===== src/rtl/csm_params.svh =====
// constants for the clock switch and fail-safe monitor
`ifndef CSM_PARAMS_SVH
`define CSM_PARAMS_SVH
// source codes
`define CSM_SRC_FRC 3'h0
`define CSM_SRC_FRC_PLL 3'h1
`define CSM_SRC_PRI 3'h2
`define CSM_SRC_PRI_PLL 3'h3
`define CSM_SRC_SEC 3'h4
`define CSM_SRC_LOW_POWER_RC_OSC 3'h5
`define CSM_SRC_FRC_DIV16 3'h6
`define CSM_SRC_FRC_POST 3'h7
// unlock keys, written to the control register in this order
`define CSM_KEY1 8'h46
`define CSM_KEY2 8'h57
// cycles of the new clock before changeover
`define CSM_NEW_CLK_CYCLES 4'hA
// fail timeout, in low-power rc ticks
`define CSM_FAIL_TICKS 4'h4
// reset values
`define CSM_RESET_SRC 3'h0
`endif


===== src/rtl/csm_pkg.sv =====
// types for the clock switch and fail-safe monitor
package csm_pkg;
  typedef logic [2:0] csm_src_t;
  typedef enum logic [6:0] {
    CSM_IDLE = 7'h01,
    CSM_CHECK = 7'h02,
    CSM_START = 7'h04,
    CSM_LOCK = 7'h08,
    CSM_COUNT = 7'h10,
    CSM_DONE = 7'h20,
    CSM_FAIL = 7'h40
  } csm_state_e;
  typedef struct packed {
    logic wrHigh;
    logic wrLow;
    logic [7:0] data;
  } csm_wr_s;
  typedef struct packed {
    csm_src_t current;
    csm_src_t requested;
    logic switchReq;
    logic pllLock;
    logic clockFail;
  } csm_status_s;
endpackage : csm_pkg


===== src/rtl/csm_clock_switch.sv =====
// clock switch sequencer and fail-safe clock monitor
//------------------------------------------------------------
// Notes on behaviour
//------------------------------------------------------------
// Notes on behaviour
// - software may select any of eight sources
// - primary submode fixed by configuration only
// - switch and monitor enabled when bit zero
// - disabled: selection ignored, status shows initial
// - disabled: switch request reads zero always
// - byte writes accepted only after unlock
// - equal sources: clear request, abort switch
// - valid switch clears lock and fail flags
// - start new oscillator, crystal waits start timer
// - pll sources wait for pll lock
// - ten new-clock cycles before changeover
// - completion clears request, copies source status
// - old source off, with low_power_rc_osc/secondary exceptions
// - processor keeps running during switch
// - monitor keeps low_power_rc_osc running except sleep
// - failure raises trap, falls to fast rc
// - failed pll config falls to fast rc pll
// - source code encoding is fixed
`timescale 1ns/1ps
`include "csm_params.svh"

module csm_clock_switch (
  // clock and reset
  input wire logic core_clk,
  input wire logic reset_n,
  // configuration bits
  input wire logic switch_monitor_cfg,
  input wire csm_pkg::csm_src_t initial_source_cfg,
  input wire logic [1:0] primary_submode_cfg,
  input wire logic secondary_keep_on,
  input wire logic watchdog_enable,
  input wire logic sleep_mode,
  // control register writes
  input wire csm_pkg::csm_wr_s ctrlWr,
  // oscillator feedback, synchronous to core_clk
  input wire logic [7:0] oscRunning,
  input wire logic osc_startup_timer_done,
  input wire logic pllLocked,
  input wire logic newClkTick,
  input wire logic activeClkEdge,
  input wire logic lprcTick,
  // outputs
  output csm_pkg::csm_status_s status,
  output csm_pkg::csm_src_t sysClkSel,
  output logic [7:0] oscEnable,
  output logic [1:0] primarySubmode,
  output logic clockFailTrap,
  output logic cpuRun
);
  import csm_pkg::*;

  //------------------------------------------------------------
  // helpers
  //------------------------------------------------------------
  function automatic logic usesPll(input csm_src_t s);
    usesPll = (s == `CSM_SRC_FRC_PLL) || (s == `CSM_SRC_PRI_PLL);
  endfunction : usesPll

  // one oscillator slot per family: 0 fast rc, 2 primary, 4 secondary, 5 low_power_rc_osc
  function automatic logic [7:0] oscOf(input csm_src_t s);
    logic [7:0] v;
    v = 8'h00;
    unique case (s)
      `CSM_SRC_PRI, `CSM_SRC_PRI_PLL: v[2] = 1'b1;
      `CSM_SRC_SEC: v[4] = 1'b1;
      `CSM_SRC_LOW_POWER_RC_OSC: v[5] = 1'b1;
      default: v[0] = 1'b1;
    endcase
    oscOf = v;
  endfunction : oscOf

  logic swEn;
  assign swEn = ~switch_monitor_cfg;

  //------------------------------------------------------------
  // unlock sequence
  //------------------------------------------------------------
  logic [1:0] unlockStep_q;
  logic anyWr;
  logic unlocked;
  assign anyWr = ctrlWr.wrHigh | ctrlWr.wrLow;
  assign unlocked = (unlockStep_q == 2'h2);

  // key pair then one protected write
  always_ff @(posedge core_clk) begin
    if (!reset_n) begin
      unlockStep_q <= 2'h0;
    end else if (anyWr) begin
      if (unlockStep_q == 2'h0 && ctrlWr.wrLow && ctrlWr.data == `CSM_KEY1) begin
        unlockStep_q <= 2'h1;
      end else if (unlockStep_q == 2'h1 && ctrlWr.wrLow && ctrlWr.data == `CSM_KEY2) begin
        unlockStep_q <= 2'h2;
      end else begin
        unlockStep_q <= 2'h0;
      end
    end
  end

  //------------------------------------------------------------
  // sequencer
  //------------------------------------------------------------
  csm_state_e state_q;
  csm_src_t requested_q;
  csm_src_t current_q;
  logic switchReq_q;
  logic lock_q;
  logic fail_q;
  logic [3:0] cnt_q;
  logic [3:0] failCnt_q;
  logic failNow;

  // timeout counted on low-power rc ticks
  assign failNow = swEn && (failCnt_q == `CSM_FAIL_TICKS) && !sleep_mode;

  always_ff @(posedge core_clk) begin
    if (!reset_n) begin
      failCnt_q <= 4'h0;
    end else if (activeClkEdge || !swEn || state_q != CSM_IDLE || failNow) begin
      // restart after a trap so the trap is a one-cycle pulse that repeats each timeout, not a stuck trap
      failCnt_q <= 4'h0;
    end else if (lprcTick && failCnt_q != `CSM_FAIL_TICKS) begin
      failCnt_q <= failCnt_q + 4'h1;
    end
  end

  // requested source written only right after unlock
  always_ff @(posedge core_clk) begin
    if (!reset_n) begin
      requested_q <= `CSM_RESET_SRC;
    end else if (unlocked && ctrlWr.wrHigh && state_q == CSM_IDLE) begin
      requested_q <= ctrlWr.data[2:0];
    end
  end

  //------------------------------------------------------------
  // decoded events
  //------------------------------------------------------------
  logic reqStrobe;
  logic redundant;
  logic newOscReady;
  logic newPllReady;
  logic countDone;
  logic [7:0] newOscSlot;
  assign reqStrobe = unlocked && ctrlWr.wrLow && ctrlWr.data[0];
  assign redundant = (requested_q == current_q);
  assign newOscSlot = oscOf(requested_q);
  assign newOscReady = ((newOscSlot & oscRunning) != 8'h00) &&
                       (!newOscSlot[2] || primary_submode_cfg == 2'h3 || osc_startup_timer_done);
  assign newPllReady = !usesPll(requested_q) || pllLocked;
  assign countDone = newClkTick && (cnt_q == `CSM_NEW_CLK_CYCLES - 4'h1);

  //------------------------------------------------------------
  // state register
  //------------------------------------------------------------
  always_ff @(posedge core_clk) begin
    if (!reset_n || !swEn) begin
      state_q <= CSM_IDLE;
    end else begin
      unique case (state_q)
        CSM_IDLE: begin
          if (!failNow && reqStrobe) begin
            state_q <= CSM_CHECK;
          end
        end
        CSM_CHECK: begin
          state_q <= redundant ? CSM_IDLE : CSM_START;
        end
        CSM_START: begin
          if (newOscReady) begin
            state_q <= CSM_LOCK;
          end
        end
        CSM_LOCK: begin
          if (newPllReady) begin
            state_q <= CSM_COUNT;
          end
        end
        CSM_COUNT: begin
          if (countDone) begin
            state_q <= CSM_DONE;
          end
        end
        CSM_DONE: begin
          state_q <= CSM_IDLE;
        end
        default: begin
          state_q <= CSM_IDLE;
        end
      endcase
    end
  end

  //------------------------------------------------------------
  // status flags and counters
  //------------------------------------------------------------
  always_ff @(posedge core_clk) begin
    if (!reset_n) begin
      switchReq_q <= 1'b0;
    end else if (!swEn) begin
      switchReq_q <= 1'b0;
    end else if (state_q == CSM_IDLE && !failNow && reqStrobe) begin
      switchReq_q <= 1'b1;
    end else if ((state_q == CSM_CHECK && redundant) || state_q == CSM_DONE) begin
      switchReq_q <= 1'b0;
    end
  end

  always_ff @(posedge core_clk) begin
    if (!reset_n) begin
      current_q <= `CSM_RESET_SRC;
    end else if (!swEn) begin
      current_q <= initial_source_cfg;
    end else if (state_q == CSM_IDLE && failNow) begin
      current_q <= usesPll(current_q) ? `CSM_SRC_FRC_PLL : `CSM_SRC_FRC;
    end else if (state_q == CSM_DONE) begin
      current_q <= requested_q;
    end
  end

  // lock follows the pll only while idle; a cleared flag stays clear during a switch until the lock state loads it
  always_ff @(posedge core_clk) begin
    if (!reset_n) begin
      lock_q <= 1'b0;
    end else if (swEn && state_q == CSM_CHECK && !redundant) begin
      lock_q <= 1'b0;
    end else if (swEn && state_q == CSM_LOCK && newPllReady) begin
      lock_q <= usesPll(requested_q);
    end else if (state_q == CSM_IDLE && usesPll(current_q)) begin
      lock_q <= pllLocked;
    end
  end

  // failure is only seen while idle, so set and clear never meet
  always_ff @(posedge core_clk) begin
    if (!reset_n) begin
      fail_q <= 1'b0;
    end else if (state_q == CSM_IDLE && failNow) begin
      fail_q <= 1'b1;
    end else if (swEn && state_q == CSM_CHECK && !redundant) begin
      fail_q <= 1'b0;
    end
  end

  always_ff @(posedge core_clk) begin
    if (!reset_n) begin
      clockFailTrap <= 1'b0;
    end else begin
      clockFailTrap <= (state_q == CSM_IDLE) && failNow;
    end
  end

  always_ff @(posedge core_clk) begin
    if (!reset_n) begin
      cnt_q <= 4'h0;
    end else if (state_q == CSM_LOCK) begin
      cnt_q <= 4'h0;
    end else if (state_q == CSM_COUNT && newClkTick) begin
      cnt_q <= cnt_q + 4'h1;
    end
  end

  //------------------------------------------------------------
  // oscillator enables
  //------------------------------------------------------------
  logic [7:0] curSlot;
  wire logic [7:0] keep;
  logic lprcHold;
  logic busy;
  assign curSlot = oscOf(current_q);
  // new source powers up while the sequence runs
  assign busy = (state_q != CSM_IDLE) && (state_q != CSM_CHECK);
  assign lprcHold = (swEn || watchdog_enable) && !sleep_mode;

  for (genvar i = 0; i < 8; i++) begin : g_slot
    logic hold;
    if (i == 5) begin : g_low_power_rc_osc
      assign hold = lprcHold;
    end else if (i == 4) begin : g_sec
      assign hold = secondary_keep_on;
    end else begin : g_plain
      assign hold = 1'b0;
    end
    assign keep[i] = curSlot[i] | (busy & newOscSlot[i]) | hold;
  end

  //------------------------------------------------------------
  // registered outputs
  //------------------------------------------------------------
  always_ff @(posedge core_clk) begin
    if (!reset_n) begin
      oscEnable <= 8'h21;
    end else begin
      oscEnable <= keep;
    end
  end

  always_ff @(posedge core_clk) begin
    if (!reset_n) begin
      sysClkSel <= `CSM_RESET_SRC;
      status <= '0;
    end else begin
      sysClkSel <= current_q;
      status <= '{current: current_q, requested: requested_q, switchReq: switchReq_q,
                  pllLock: lock_q, clockFail: fail_q};
    end
  end

  always_ff @(posedge core_clk) begin
    if (!reset_n) begin
      primarySubmode <= 2'h0;
    end else begin
      primarySubmode <= primary_submode_cfg;
    end
  end

  always_ff @(posedge core_clk) begin
    if (!reset_n) begin
      cpuRun <= 1'b0;
    end else begin
      cpuRun <= 1'b1;
    end
  end
endmodule : csm_clock_switch


===== config.mk =====
export PLATFORM = sky130hd
export DESIGN_NAME = csm_clock_switch
export DESIGN_NICKNAME = d
export VERILOG_FILES = /design/src/rtl/csm_pkg.sv /design/src/rtl/csm_clock_switch.sv
export VERILOG_INCLUDE_DIRS = /design/src /design/src/rtl
export SDC_FILE = /design/constraint.sdc
export NUM_CORES = 1
export LEC_CHECK = 0
export ABC_AREA = 1
export BUFFER_PORTS_ARGS = -buffer_cell sky130_fd_sc_hd__buf_4
export CAP_MARGIN = 20
export CORE_UTILIZATION = 47
export DETAILED_ROUTE_END_ITERATION = 6
export PLACE_DENSITY = 0.78
export SLEW_MARGIN = 30
export SYNTH_ARGS = -nofsm -noshare
export SYNTH_HDL_FRONTEND = slang
export SYNTH_SLANG_ARGS = --single-unit

===== constraint.sdc =====
create_clock -name core_clk -period 1.5 [get_ports core_clk]
set_input_delay 0.225 -clock core_clk [delete_from_list [all_inputs] [get_ports core_clk]]
set_output_delay 0.225 -clock core_clk [all_outputs]
set_load 0.005 [all_outputs]

Word-level counts from Yosys, hierarchy flattened
Cells that the tools add are included.

word-level totals
  output and inout port bits = 24
  word-level logic and storage cells = 151
  bits of input ports = 34
  bits in registers = 47

cells by class
  add/sub/neg operators = 2
  bitwise operators = 14
  reductions and logical operators = 58
  equal/unequal tests = 31
  mux-type cells = 27

operator list
  kind                                                   number
  one-hot mux 7 bit (5 select lines)                     1
  two-way mux 7 bit                                      4
  logical AND 1 bit                                      26
  equality test 8 x 7 -> 1 bit, second input constant    2
  two-way mux 1 bit                                      16
  equality test 3 x 2 -> 1 bit, second input constant    4
  equality test 3 bit, second input constant             4
  two-way mux 3 bit                                      4
  OR reduction 2 bit                                     6
  logical OR 1 bit                                       11
  adder 4 x 1 -> 4 bit, second input constant            2
  AND 6 x 8 -> 8 bit                                     1
  inequality test 2 bit, second input constant           4
  nonzero test 8 bit                                     1
  OR reduction 4 bit                                     2
  equality test 7 x 1 -> 1 bit, second input constant    1
  equality test 7 x 2 -> 1 bit, second input constant    1
  equality test 7 x 3 -> 1 bit, second input constant    1
  equality test 7 x 4 -> 1 bit, second input constant    1
  equality test 7 x 5 -> 1 bit, second input constant    1
  equality test 7 x 6 -> 1 bit, second input constant    1
  inequality test 7 x 1 -> 1 bit, second input constant  1
  inequality test 7 x 2 -> 1 bit, second input constant  1
  bitwise OR 1 bit                                       7
  other kinds (15)                                       29

Logic depth before layout (Yosys ltp)
Gate-level depths: netlist of the first run.

  word-level depth = 9
  depth in mapped cells = 12
  depth with buffers taken out = 11

Worst setup path after synthesis of the first run
OpenSTA, ideal clock, no wires.

  path type = reg-to-reg
  from = register requested_q[2]
  to = register state_q[4]
  stages on the path, launching flop included = 12
  arrival = 1.345 ns
  required time = 1.385 ns
  setup time = 0.115 ns
  setup slack = 0.040 ns
  buffers on the path = 1
  period minus slack after synthesis = 1.460 ns
  cell sequence = dfxtp_1 -> buf_2 -> inv_1 -> ha_1 -> nand2_1 -> nand2_1 -> inv_1 -> nand3_1 -> nand2_1 -> nand2_1 -> a21oi_1 -> nor2_1

between the ends
  longest elaborated chain between the ends = 9
  elaborated cells between the ends (all ways) = 23
  those cells by class = eq/ne: 7; mux: 4; bitwise: 1; reduce/logical: 11

RTL lines
  what                                                        RTL line                 source
  start: declaration                                          csm_clock_switch.sv:108  csm_src_t requested_q;
  start signal: assignment                                    csm_clock_switch.sv:134  requested_q <= `CSM_RESET_SRC;
  start signal: assignment                                    csm_clock_switch.sv:136  requested_q <= ctrlWr.data[2:0];
  branches (longest 8 deep; another with AND 6 x 8 -> 8 bit)  --
  AND reduction 4 bit (no line) (*)                           --
  end signal: assignment                                      csm_clock_switch.sv:171  state_q <= redundant ? CSM_IDLE : CSM_START;
  end: declaration                                            csm_clock_switch.sv:107  csm_state_e state_q;

Every way passes the cells marked *.
A chain may end at the register's enable or synchronous reset.

Final worst setup path of the first run
  from = register failCnt_q[1]
  to = register current_q[2]

between the ends
  longest elaborated chain between the ends = 6
  elaborated cells between the ends (all ways) = 7
  those cells by class = eq/ne: 1; mux: 2; reduce/logical: 4

RTL lines
  what                                        RTL line                 source
  start: declaration                          csm_clock_switch.sv:114  logic [3:0] failCnt_q;
  start signal: assignment                    csm_clock_switch.sv:127  failCnt_q <= failCnt_q + 4'h1;
  equality test 4 x 3 -> 1 bit (no line) (*)  --
  logical AND 1 bit (*) (2 in series)         csm_clock_switch.sv:118  assign failNow = swEn && (failCnt_q == `CSM_FAIL_TICKS) && !sleep_mode;
  logical AND 1 bit (*)                       csm_clock_switch.sv:218  end else if (state_q == CSM_IDLE && failNow) begin
  two-way mux 3 bit                           csm_clock_switch.sv:218
  two-way mux 3 bit                           csm_clock_switch.sv:216  end else if (!swEn) begin
  end signal: assignment                      csm_clock_switch.sv:215  current_q <= `CSM_RESET_SRC;
  end signal: assignment                      csm_clock_switch.sv:217  current_q <= initial_source_cfg;
  end signal: assignment                      csm_clock_switch.sv:219  current_q <= usesPll(current_q) ? `CSM_SRC_FRC_PLL : `CSM_SRC_FRC;
  end: declaration                            csm_clock_switch.sv:109  csm_src_t current_q;

Mark *: on every way between the ends. The rest lies on a longest branch, timed or not.

==> results by group, run 1 <==
Routing
  • TritonRoute pass-1 iters: 4
  • Drt total wl: 4600 um
  • Routed Antenna Nets: 0
  • DRC: 0
  • Vias: 1,928
  • Average routed wire per standard cell: 11.7 um
  • Vias/cell: 4.89
  • DRT iter0 DRCs: 105

Logic synthesis
  • Register area share after synthesis: 0.404
  • Yosys reg bits: 42
  • Mapped Area: 2080 um^2
  • Count of cell types in the netlist: 32
  • Post-Syn Instances: 285
  • Synth Area per Inst: 7.31 um^2
  • Synthesis Warnings: 0

Global routing
  • Grt ovf: 0
  • GR Util All Layers: 0.209
  • First-pass GRT wire length: 7130 um
  • Largest net degree at the start of global routing: 20
  • Vias in the first global route: 1,688
  • Initial antenna violation count: 0

Worst hold path
  • Worst min path class: in -> reg

Timing
  • Setup Skew: 13.5 ps
  • Fmax achieved: 702 MHz
  • Fin. max-slew vios: 0
  • Period Utilization, post-route: 0.950
  • Setup-failing EPs final: 0
  • Minimum clock period: 1420 ps
  • Hold Fails Final Rpt: 0
  • Final worst setup slack: 75.7 ps
  • Setup TNS: 0 ps

Power
  • Peak supply drop: 642 uV
  • Power Dens Cells: 937 nW/um^2
  • Total power: 2550 uW
  • P_leak: 0.00131 uW

Critical path
  • Critical path endpoint category: register
  • CP peak stage delay: 340 ps
  • Worst path arrival time: 1620 ps
  • Critical-path maximum fanout: 5
  • CP Buf/Inv Count: 1
  • Crit-path leading delay family: simple AND/OR/NAND/NOR gates
  • WP data required: 1690 ps
  • Startpoint Class: register
  • WS Path Type: reg -> reg
  • Slowest-stage cell, CP: dfxtp_2
  • Cell mode on critical path: nand2_4
  • R2R Setup Slk: 80 ps
  • CP Cell Sequence: inv_1 > ha_2 > nand3_4 > nor2_4 > nand2_4 > nand2_4 > nor2_2 > nor2_1 > nor3_2

Finish
  • Final nets: 382
  • Layout cells sized above 1: 0.288
  • Layout Utilization: 0.662
  • Area growth, synth to finish: 30.8%
  • N_diodes: 0
  • Number of fill cells: 359
  • Post-route cell area: 2720 um^2

Floorplanning
  • Die Area: 4700 um^2
  • Die Height: 68.6 um
  • Die W: 68.6 um
  • Core ar.: 4120 um^2
  • I/O pin count: 58
  • Initial core utilization: 0.506
  • Rows: 23

Job
  • MaxCap Viol Count: 0

Placed design
  • Final GP Congestion: 0.844
  • Dpl ws: -37.9 ps
  • Post-Place Cell Area: 2500 um^2
  • DP HPWL: 3400 um
  • IO buf count: 49

Run status
  • Status: complete, no violations

Clocking
  • Clock sinks: 42
  • Root Driver: clkbuf_8
  • H-tree levels: 2
  • Clock latency on the worst-skew pair: 300 ps
  • CTS tree: built
  • Max clock buf depth: 2
  • Num CTS Buffers: 5
  • Clock-pin slew on the worst setup and hold paths: 90 ps
## state kept, by name, summed over array words and instances, names as in the netlist
register	cells
unlockStep_q	2
state_q	6
status	6
switchReq_q	1
clockFailTrap	1
primarySubmode	2
cnt_q	4
failCnt_q	4
current_q	3
cpuRun	1
lock_q	1
sysClkSel	3
requested_q	3
fail_q	1
oscEnable	4
## Yosys cell counts (all sizes together)
library cell / number / area [um^2]
nor3b: 2 / 15.0
nand4: 11 / 68.8
nand3b: 1 / 7.51
inv: 48 / 180
a211oi: 1 / 7.51
nand3: 21 / 105
o211ai: 1 / 7.51
xnor2: 3 / 26.3
nor4: 1 / 6.26
o22ai: 1 / 6.26
a21oi: 17 / 85.1
ha: 5 / 62.6
conb: 1 / 3.75
nor2: 33 / 180
nand2: 60 / 258
or2: 2 / 12.5
dfxtp: 42 / 841
nor3: 7 / 45.0
clkbuf: 1 / 5.00
o21ai: 14 / 70.1
buf: 11 / 75.1
a31oi: 1 / 6.26
xor2: 1 / 8.76
## cell families after synthesis
group / share of synthesized area
buffers and inverters: 0.125
adders and majority gates: 0.0300
DFF: 0.404
other: 0.00180
AOI/OAI and AO/OA: 0.0877
and+or+nand+nor: 0.335
xor gates and xnor gates: 0.0168
## routing by layer
metal	routed length, um	GRT usage
met5	0	0
met1	2050	0.249
met2	2220	0.365
met4	13	0.0417
met3	324	0.0658
## placed cells by master (no fill, tap or decap), types with 4 or more instances in the layout
cell type,count
nand2_1,52
nand2_4,5
nor2_4,5
a21oi_1,15
nor3_1,5
nor2_2,4
conb_1,4
o21ai_0,14
dfxtp_1,39
nand3_1,20
inv_1,46
nor2_1,23
clkbuf_8,5
nand4_1,11
buf_4,60
## final cells by class
class,instances,area (um^2),area share
multi-input cells,186,1050,0.385
flip-flops and latches,42,845,0.310
repair buffers,60,450,0.165
inverters,48,180,0.0661
clock buffers,5,68.8,0.0253
clock inverters,3,68.8,0.0253
well taps,50,62.6,0.0230
## final timing paths
| kind | from | end | depth (start not counted) |
|---|---|---|---|
| max reg2reg | failCnt_q[1]$_SDFFE_PP0P_ | current_q[2]$_SDFFE_PN0P_ | 9 |
| max | failCnt_q[1]$_SDFFE_PP0P_ | current_q[2]$_SDFFE_PN0P_ | 9 |
| min | primary_submode_cfg[0] | primarySubmode[0]$_SDFF_PN0_ | 3 |
| min reg2reg | fail_q$_SDFFE_PN0P_ | status[0]$_SDFF_PN0_ | 2 |
## worst min-delay path: cells and delay by family
family                 cells  cell delay, ps
buffers and inverters      2             120
and+or+nand+nor            1              40
## through the flow
stage / hold slack [ps] / std cells
2_1_floorplan: 253 / 288
3_3_place_gp: 411 / 382
3_5_place_dp: 417 / 382
4_1_cts: 127 / 391
5_1_grt: 130 / 394
6_report: 125 / 394
## power breakdown
group          leakage (uW)  total, uW  internal [uW]  switching [uW]
Sequential         0.000343       1170           1140            21.4
Clock             0.0000683       1070            667             400
Combinational      0.000900        321            150             171
## timing repair
item,CTS,global route
hold buffers,0,0
setup endpoints to repair,4,13
buffers inserted,1,3
hold endpoints to repair,0,0
pin swaps,1,4
resized for setup,3,13
(Power assumes the default switching activity.)
==> inputs of run 2 (changes only) <==
Settings changed: SETUP_SLACK_MARGIN from default to 0.2.
==> run 2 against run 1 <==
Compared with the run above: maximum frequency increased by 6.6%; wire length rose by 9.9%; core utilization rose by 5.0 points; critical path depth stayed put; hold slack got worse by 10 ps; sequential power hardly changed; via count rose by 5.1%; clock power fell by 18%; design area increased by 7.5%; global-route usage grew 2.2 points; count of clock-buffer cells in the layout is 2 higher; clock skew decreased by 8.6 ps; critical endpoint unchanged.
==> results by group, run 2 (synthesis results as in run 1) <==
Run status
  • Status: complete, no violations

Placed design
  • Final GP Congestion: 0.858
  • IO buf count: 49
  • Dpl ws: 54.0 ps
  • DP HPWL: 3430 um

Floorplanning
  • Die W: 68.6 um
  • Rows: 23
  • Initial core utilization: 0.506
  • Core ar.: 4120 um^2
  • Die Height: 68.6 um
  • I/O pin count: 58
  • Die Area: 4700 um^2

Critical path
  • CP peak stage delay: 330 ps
  • R2R Setup Slk: 160 ps
  • Startpoint Class: register
  • CP Buf/Inv Count: 1
  • WP data required: 1690 ps
  • Slowest-stage cell, CP: dfxtp_2
  • Critical path endpoint category: register
  • CP Cell Sequence: inv_2 > ha_4 > nand3_4 > nor2_4 > nand2_4 > nand2_4 > nor2_4 > nor2_2 > nor3_2
  • Crit-path leading delay family: simple AND/OR/NAND/NOR gates
  • WS Path Type: reg -> reg
  • Critical-path maximum fanout: 6
  • Worst path arrival time: 1520 ps

Clocking
  • CTS tree: built
  • Clock sinks: 42
  • H-tree levels: 2
  • Max clock buf depth: 2
  • Num CTS Buffers: 5
  • Clock-pin slew on the worst setup and hold paths: 80 ps
  • Root Driver: clkbuf_8
  • Clock latency on the worst-skew pair: 300 ps

Finish
  • Layout cells sized above 1: 0.402
  • Largest regs: state_q x6, status x6
  • N_diodes: 0
  • Leading cell type in the layout, fill and taps excluded: buf_4
  • Area growth, synth to finish: 40.5%
  • Number of fill cells: 305
  • Final nets: 394
  • Most frequent cells in the layout: buf_4, nand2_1, inv_1, dfxtp_1, nor2_1

Global routing
  • Largest net degree at the start of global routing: 20
  • Grt ovf: 0
  • First-pass GRT wire length: 8000 um
  • GRT Max-Usage Layer: met2
  • Met1 usage: 0.270
  • Vias in the first global route: 1,838
  • GRT met3 Usage: 0.0510
  • Initial antenna violation count: 0
  • Grt met2 use: 0.414
  • GR Util All Layers: 0.231

Timing
  • Hold Fails Final Rpt: 0
  • Fmax achieved: 748 MHz
  • Fin. max-slew vios: 0
  • Minimum clock period: 1340 ps
  • RSZ-0062 raised after global routing: yes
  • Period Utilization, post-route: 0.891
  • Setup Skew: 4.90 ps
  • Setup TNS: 0 ps
  • WHS: 115 ps
  • Final worst setup slack: 163 ps
  • Setup-failing EPs final: 0

Routing
  • Vias: 2,026
  • DRT iter0 DRCs: 152
  • Routed Antenna Nets: 0
  • Vias/cell: 4.99
  • Average routed wire per standard cell: 12.5 um
  • Drt total wl: 5060 um
  • DRC: 0
  • TritonRoute pass-1 iters: 4

Job
  • MaxCap Viol Count: 0

Power
  • P_leak: 0.00138 uW
  • Power Dens Cells: 829 nW/um^2
  • Total power: 2430 uW
  • Peak supply drop: 442 uV

Worst hold path
  • Worst min path class: in -> reg
-- run 2: changes by cell type in the layout (fill, tap and decap cells not counted), sizes merged --
cell / change
buf: +12
bufinv: -1
clkbuf: +2
clkinv: -1
-- run 2: area by class of cell --
class / instances / area (um^2) / area share
Clock inverter: 1 / 30.0 / 0.0103
Sequential cell: 42 / 863 / 0.295
Inverter: 48 / 183 / 0.0624
Tap cell: 50 / 62.6 / 0.0214
Timing Repair Buffer: 72 / 541 / 0.185
Multi-Input combinational cell: 186 / 1170 / 0.400
Clock buffer: 7 / 76.3 / 0.0261
-- run 2: final timing paths --
path | from | end | depth (start not counted)
hold reg to reg | lock_q$_SDFFE_PP0P_ | status[1]$_SDFF_PN0_ | 2
setup reg to reg | failCnt_q[1]$_SDFFE_PP0P_ | current_q[2]$_SDFFE_PN0P_ | 9
setup / recovery | failCnt_q[1]$_SDFFE_PP0P_ | current_q[2]$_SDFFE_PN0P_ | 9
hold / removal | primary_submode_cfg[1] | primarySubmode[1]$_SDFF_PN0_ | 3
-- run 2: worst min-delay path, delay by kind of cell --
family	cells	cell delay, ps
and+or+nand+nor	1	40
buffers and inverters	2	120
-- run 2: per-stage QoR --
stage          area (um^2)  std cells   util
2_1_floorplan         2130        288      -
3_3_place_gp          2510        379  0.609
3_5_place_dp          2510        379  0.609
4_1_cts               2780        400  0.676
5_1_grt               2930        406  0.711
6_report              2930        406  0.711
-- run 2: per-layer routing --
layer / part of all wire / wire [um] / vias up
li1: - / - / 1036
met2: 0.52 / 2610 / 61
met5: 0 / 0 / -
met3: 0.060 / 305 / 12
met1: 0.40 / 2040 / 917
met4: 0.018 / 92 / 0
-- run 2: what timing repair did --
action                     4_1_cts  5_1_grt
resized for setup               24       35
hold buffers                     0        0
setup endpoints to repair       22       24
buffers inserted                13        6
pin swaps                       14       15
-- run 2: report_power, final --
group	internal (uW)	leakage [uW]	switching (uW)
clock network	498	0.0000524	378
logic	188	0.000984	202
registers	1140	0.000347	21.0
total	1830	0.00138	601
==> inputs of run 3 (changes only) <==
Settings changed: CELL_PAD_IN_SITES_DETAIL_PLACEMENT from default to 1, CELL_PAD_IN_SITES_GLOBAL_PLACEMENT from default to 2, CORE_UTILIZATION 47 to 30, PLACE_DENSITY 0.78 to 0.85.
Clock period 1.5 ns to 1.7 ns, I/O delays scaled along.
==> run 3 against run 2 <==
Compared with the run above: combinational power is 24% lower; critical path depth down 1; highest routed layer unchanged; clock skew about the same; cell count grew 3.4%; register-to-register slack better by 140 ps; core utilization fell by 31 points.
==> results by group, run 3 (synthesis results as in run 1) <==
Run status
  • Status: complete, no violations

Routing
  • Vias: 1,953
  • TritonRoute pass-1 iters: 4
  • Routed Antenna Nets: 0
  • DRC: 0
  • Average routed wire per standard cell: 12.7 um
  • Drt total wl: 5320 um
  • DRT iter0 DRCs: 66
  • Vias/cell: 4.65

Finish
  • N_diodes: 0
  • Leading cell type in the layout, fill and taps excluded: buf_4
  • Final nets: 379
  • Area growth, synth to finish: 29.5%
  • Layout cells sized above 1: 0.279
  • Most frequent cells in the layout: buf_4, nand2_1, inv_1, dfxtp_1, nor2_1
  • Largest regs: state_q x6, status x6
  • Post-route cell area: 2700 um^2

Timing
  • Minimum clock period: 1400 ps
  • RSZ-0062 raised after global routing: no
  • Setup-failing EPs final: 0
  • Period Utilization, post-route: 0.823
  • Setup Skew: 5.20 ps
  • Hold Fails Final Rpt: 0
  • Fmax achieved: 715 MHz
  • Setup TNS: 0 ps
  • Fin. max-slew vios: 0

Placed design
  • DP HPWL: 4190 um
  • IO buf count: 49
  • Post-Place Cell Area: 2530 um^2
  • Final GP Congestion: 0.764

Clocking
  • Clock-pin slew on the worst setup and hold paths: 70 ps
  • Num CTS Buffers: 5
  • Clock latency on the worst-skew pair: 290 ps
  • Clock sinks: 42
  • CTS tree: built
  • Max clock buf depth: 2
  • Hold_buf cts: 0
  • Root Driver: clkbuf_8
  • H-tree levels: 2

Floorplanning
  • Core ar.: 6760 um^2
  • I/O pin count: 58
  • Rows: 30
  • Die Height: 85.3 um
  • Die Area: 7280 um^2
  • Initial core utilization: 0.308
  • Die W: 85.3 um

Global routing
  • GRT Max-Usage Layer: met2
  • Grt ovf: 0
  • Initial antenna violation count: 0
  • GRT met3 Usage: 0.0331
  • GR Util All Layers: 0.158
  • First-pass GRT wire length: 9120 um
  • Grt met2 use: 0.258
  • Met1 usage: 0.209
  • Largest net degree at the start of global routing: 20
  • Vias in the first global route: 2,020

Worst hold path
  • Worst min path class: in -> reg
  • Hold depth: 3

Critical path
  • Worst path arrival time: 1580 ps
  • Startpoint Class: register
  • Critical-path maximum fanout: 8
  • FF-to-FF path depth: 8
  • Critical path endpoint category: register
  • WP data required: 1880 ps
  • WS Path Type: reg -> reg

Power
  • Power Dens Cells: 714 nW/um^2
  • Peak supply drop: 302 uV
  • P_leak: 0.00127 uW

Job
  • MaxCap Viol Count: 0
==> run 3: cell types whose count changed in the layout (fill, tap and decap cells not counted), sizes merged <==
cell    previous run  this run
buf               72        57
bufinv             1         0
==> run 3: through the flow <==
step / total power, uW / worst slack, ps / std cells / hold WS [ps] / utilization
floorplan: 1210 / 240 / 288 / 283 / -
global placement: 1330 / 222 / 411 / 415 / 0.374
detailed placement: 1330 / 136 / 411 / 423 / 0.374
CTS: 1940 / 193 / 419 / 148 / 0.388
global route: 2030 / 205 / 420 / 160 / 0.399
finish: 1930 / 302 / 420 / 158 / 0.399
==> run 3: layer usage <==
layer | part of all wire | up-vias | wire [um]
met5 | 0 | - | 0
met4 | 0.012 | 0 | 65
met3 | 0.035 | 7 | 186
met2 | 0.47 | 41 | 2480
met1 | 0.49 | 903 | 2590
li1 | - | 1002 | -
==> run 3: what timing repair did <==
| action | 4_1_cts | 5_1_grt |
|---|---|---|
| pin swaps | 2 | 4 |
| setup endpoints to repair | 6 | 16 |
| setup buffers | 1 | 1 |
| gates resized for setup | 3 | 19 |
==> run 3: worst max-delay path, stage by stage, from the launching register on <==
cell	delay (ps)
dfxtp_1	350
nor2_4	220
nand2_4	110
nor2_8	180
nand2_4	110
nand2_4	90
nor2_2	50
nor2_1	130
nor3_2	50
==> run 3: cell type report <==
class | count | area, um^2
fillers | 853 | 4060
flip-flops and latches | 42 | 843
repair buffers | 57 | 428
inverters | 48 | 180
well taps | 80 | 100
clock buffers | 7 | 76.3
multi-input cells | 186 | 1070
==> run 3: final timing paths <==
check	slack, ps	endpoint	startpoint
worst min-delay path	160	primarySubmode[1]$_SDFF_PN0_	primary_submode_cfg[1]
worst max-delay path	300	current_q[2]$_SDFFE_PN0P_	state_q[4]$_SDFFE_PP0P_
worst min register to register	430	status[2]$_SDFF_PN0_	switchReq_q$_SDFFE_PP0P_
worst max register to register	300	current_q[2]$_SDFFE_PN0P_	state_q[4]$_SDFFE_PP0P_
==> run 3: where the power goes <==
group	switching [uW]	leakage, uW	internal, uW	total [uW]
clock	320	0.0000383	283	603
sequential	18.3	0.000342	1010	1030
combinational	160	0.000892	135	295
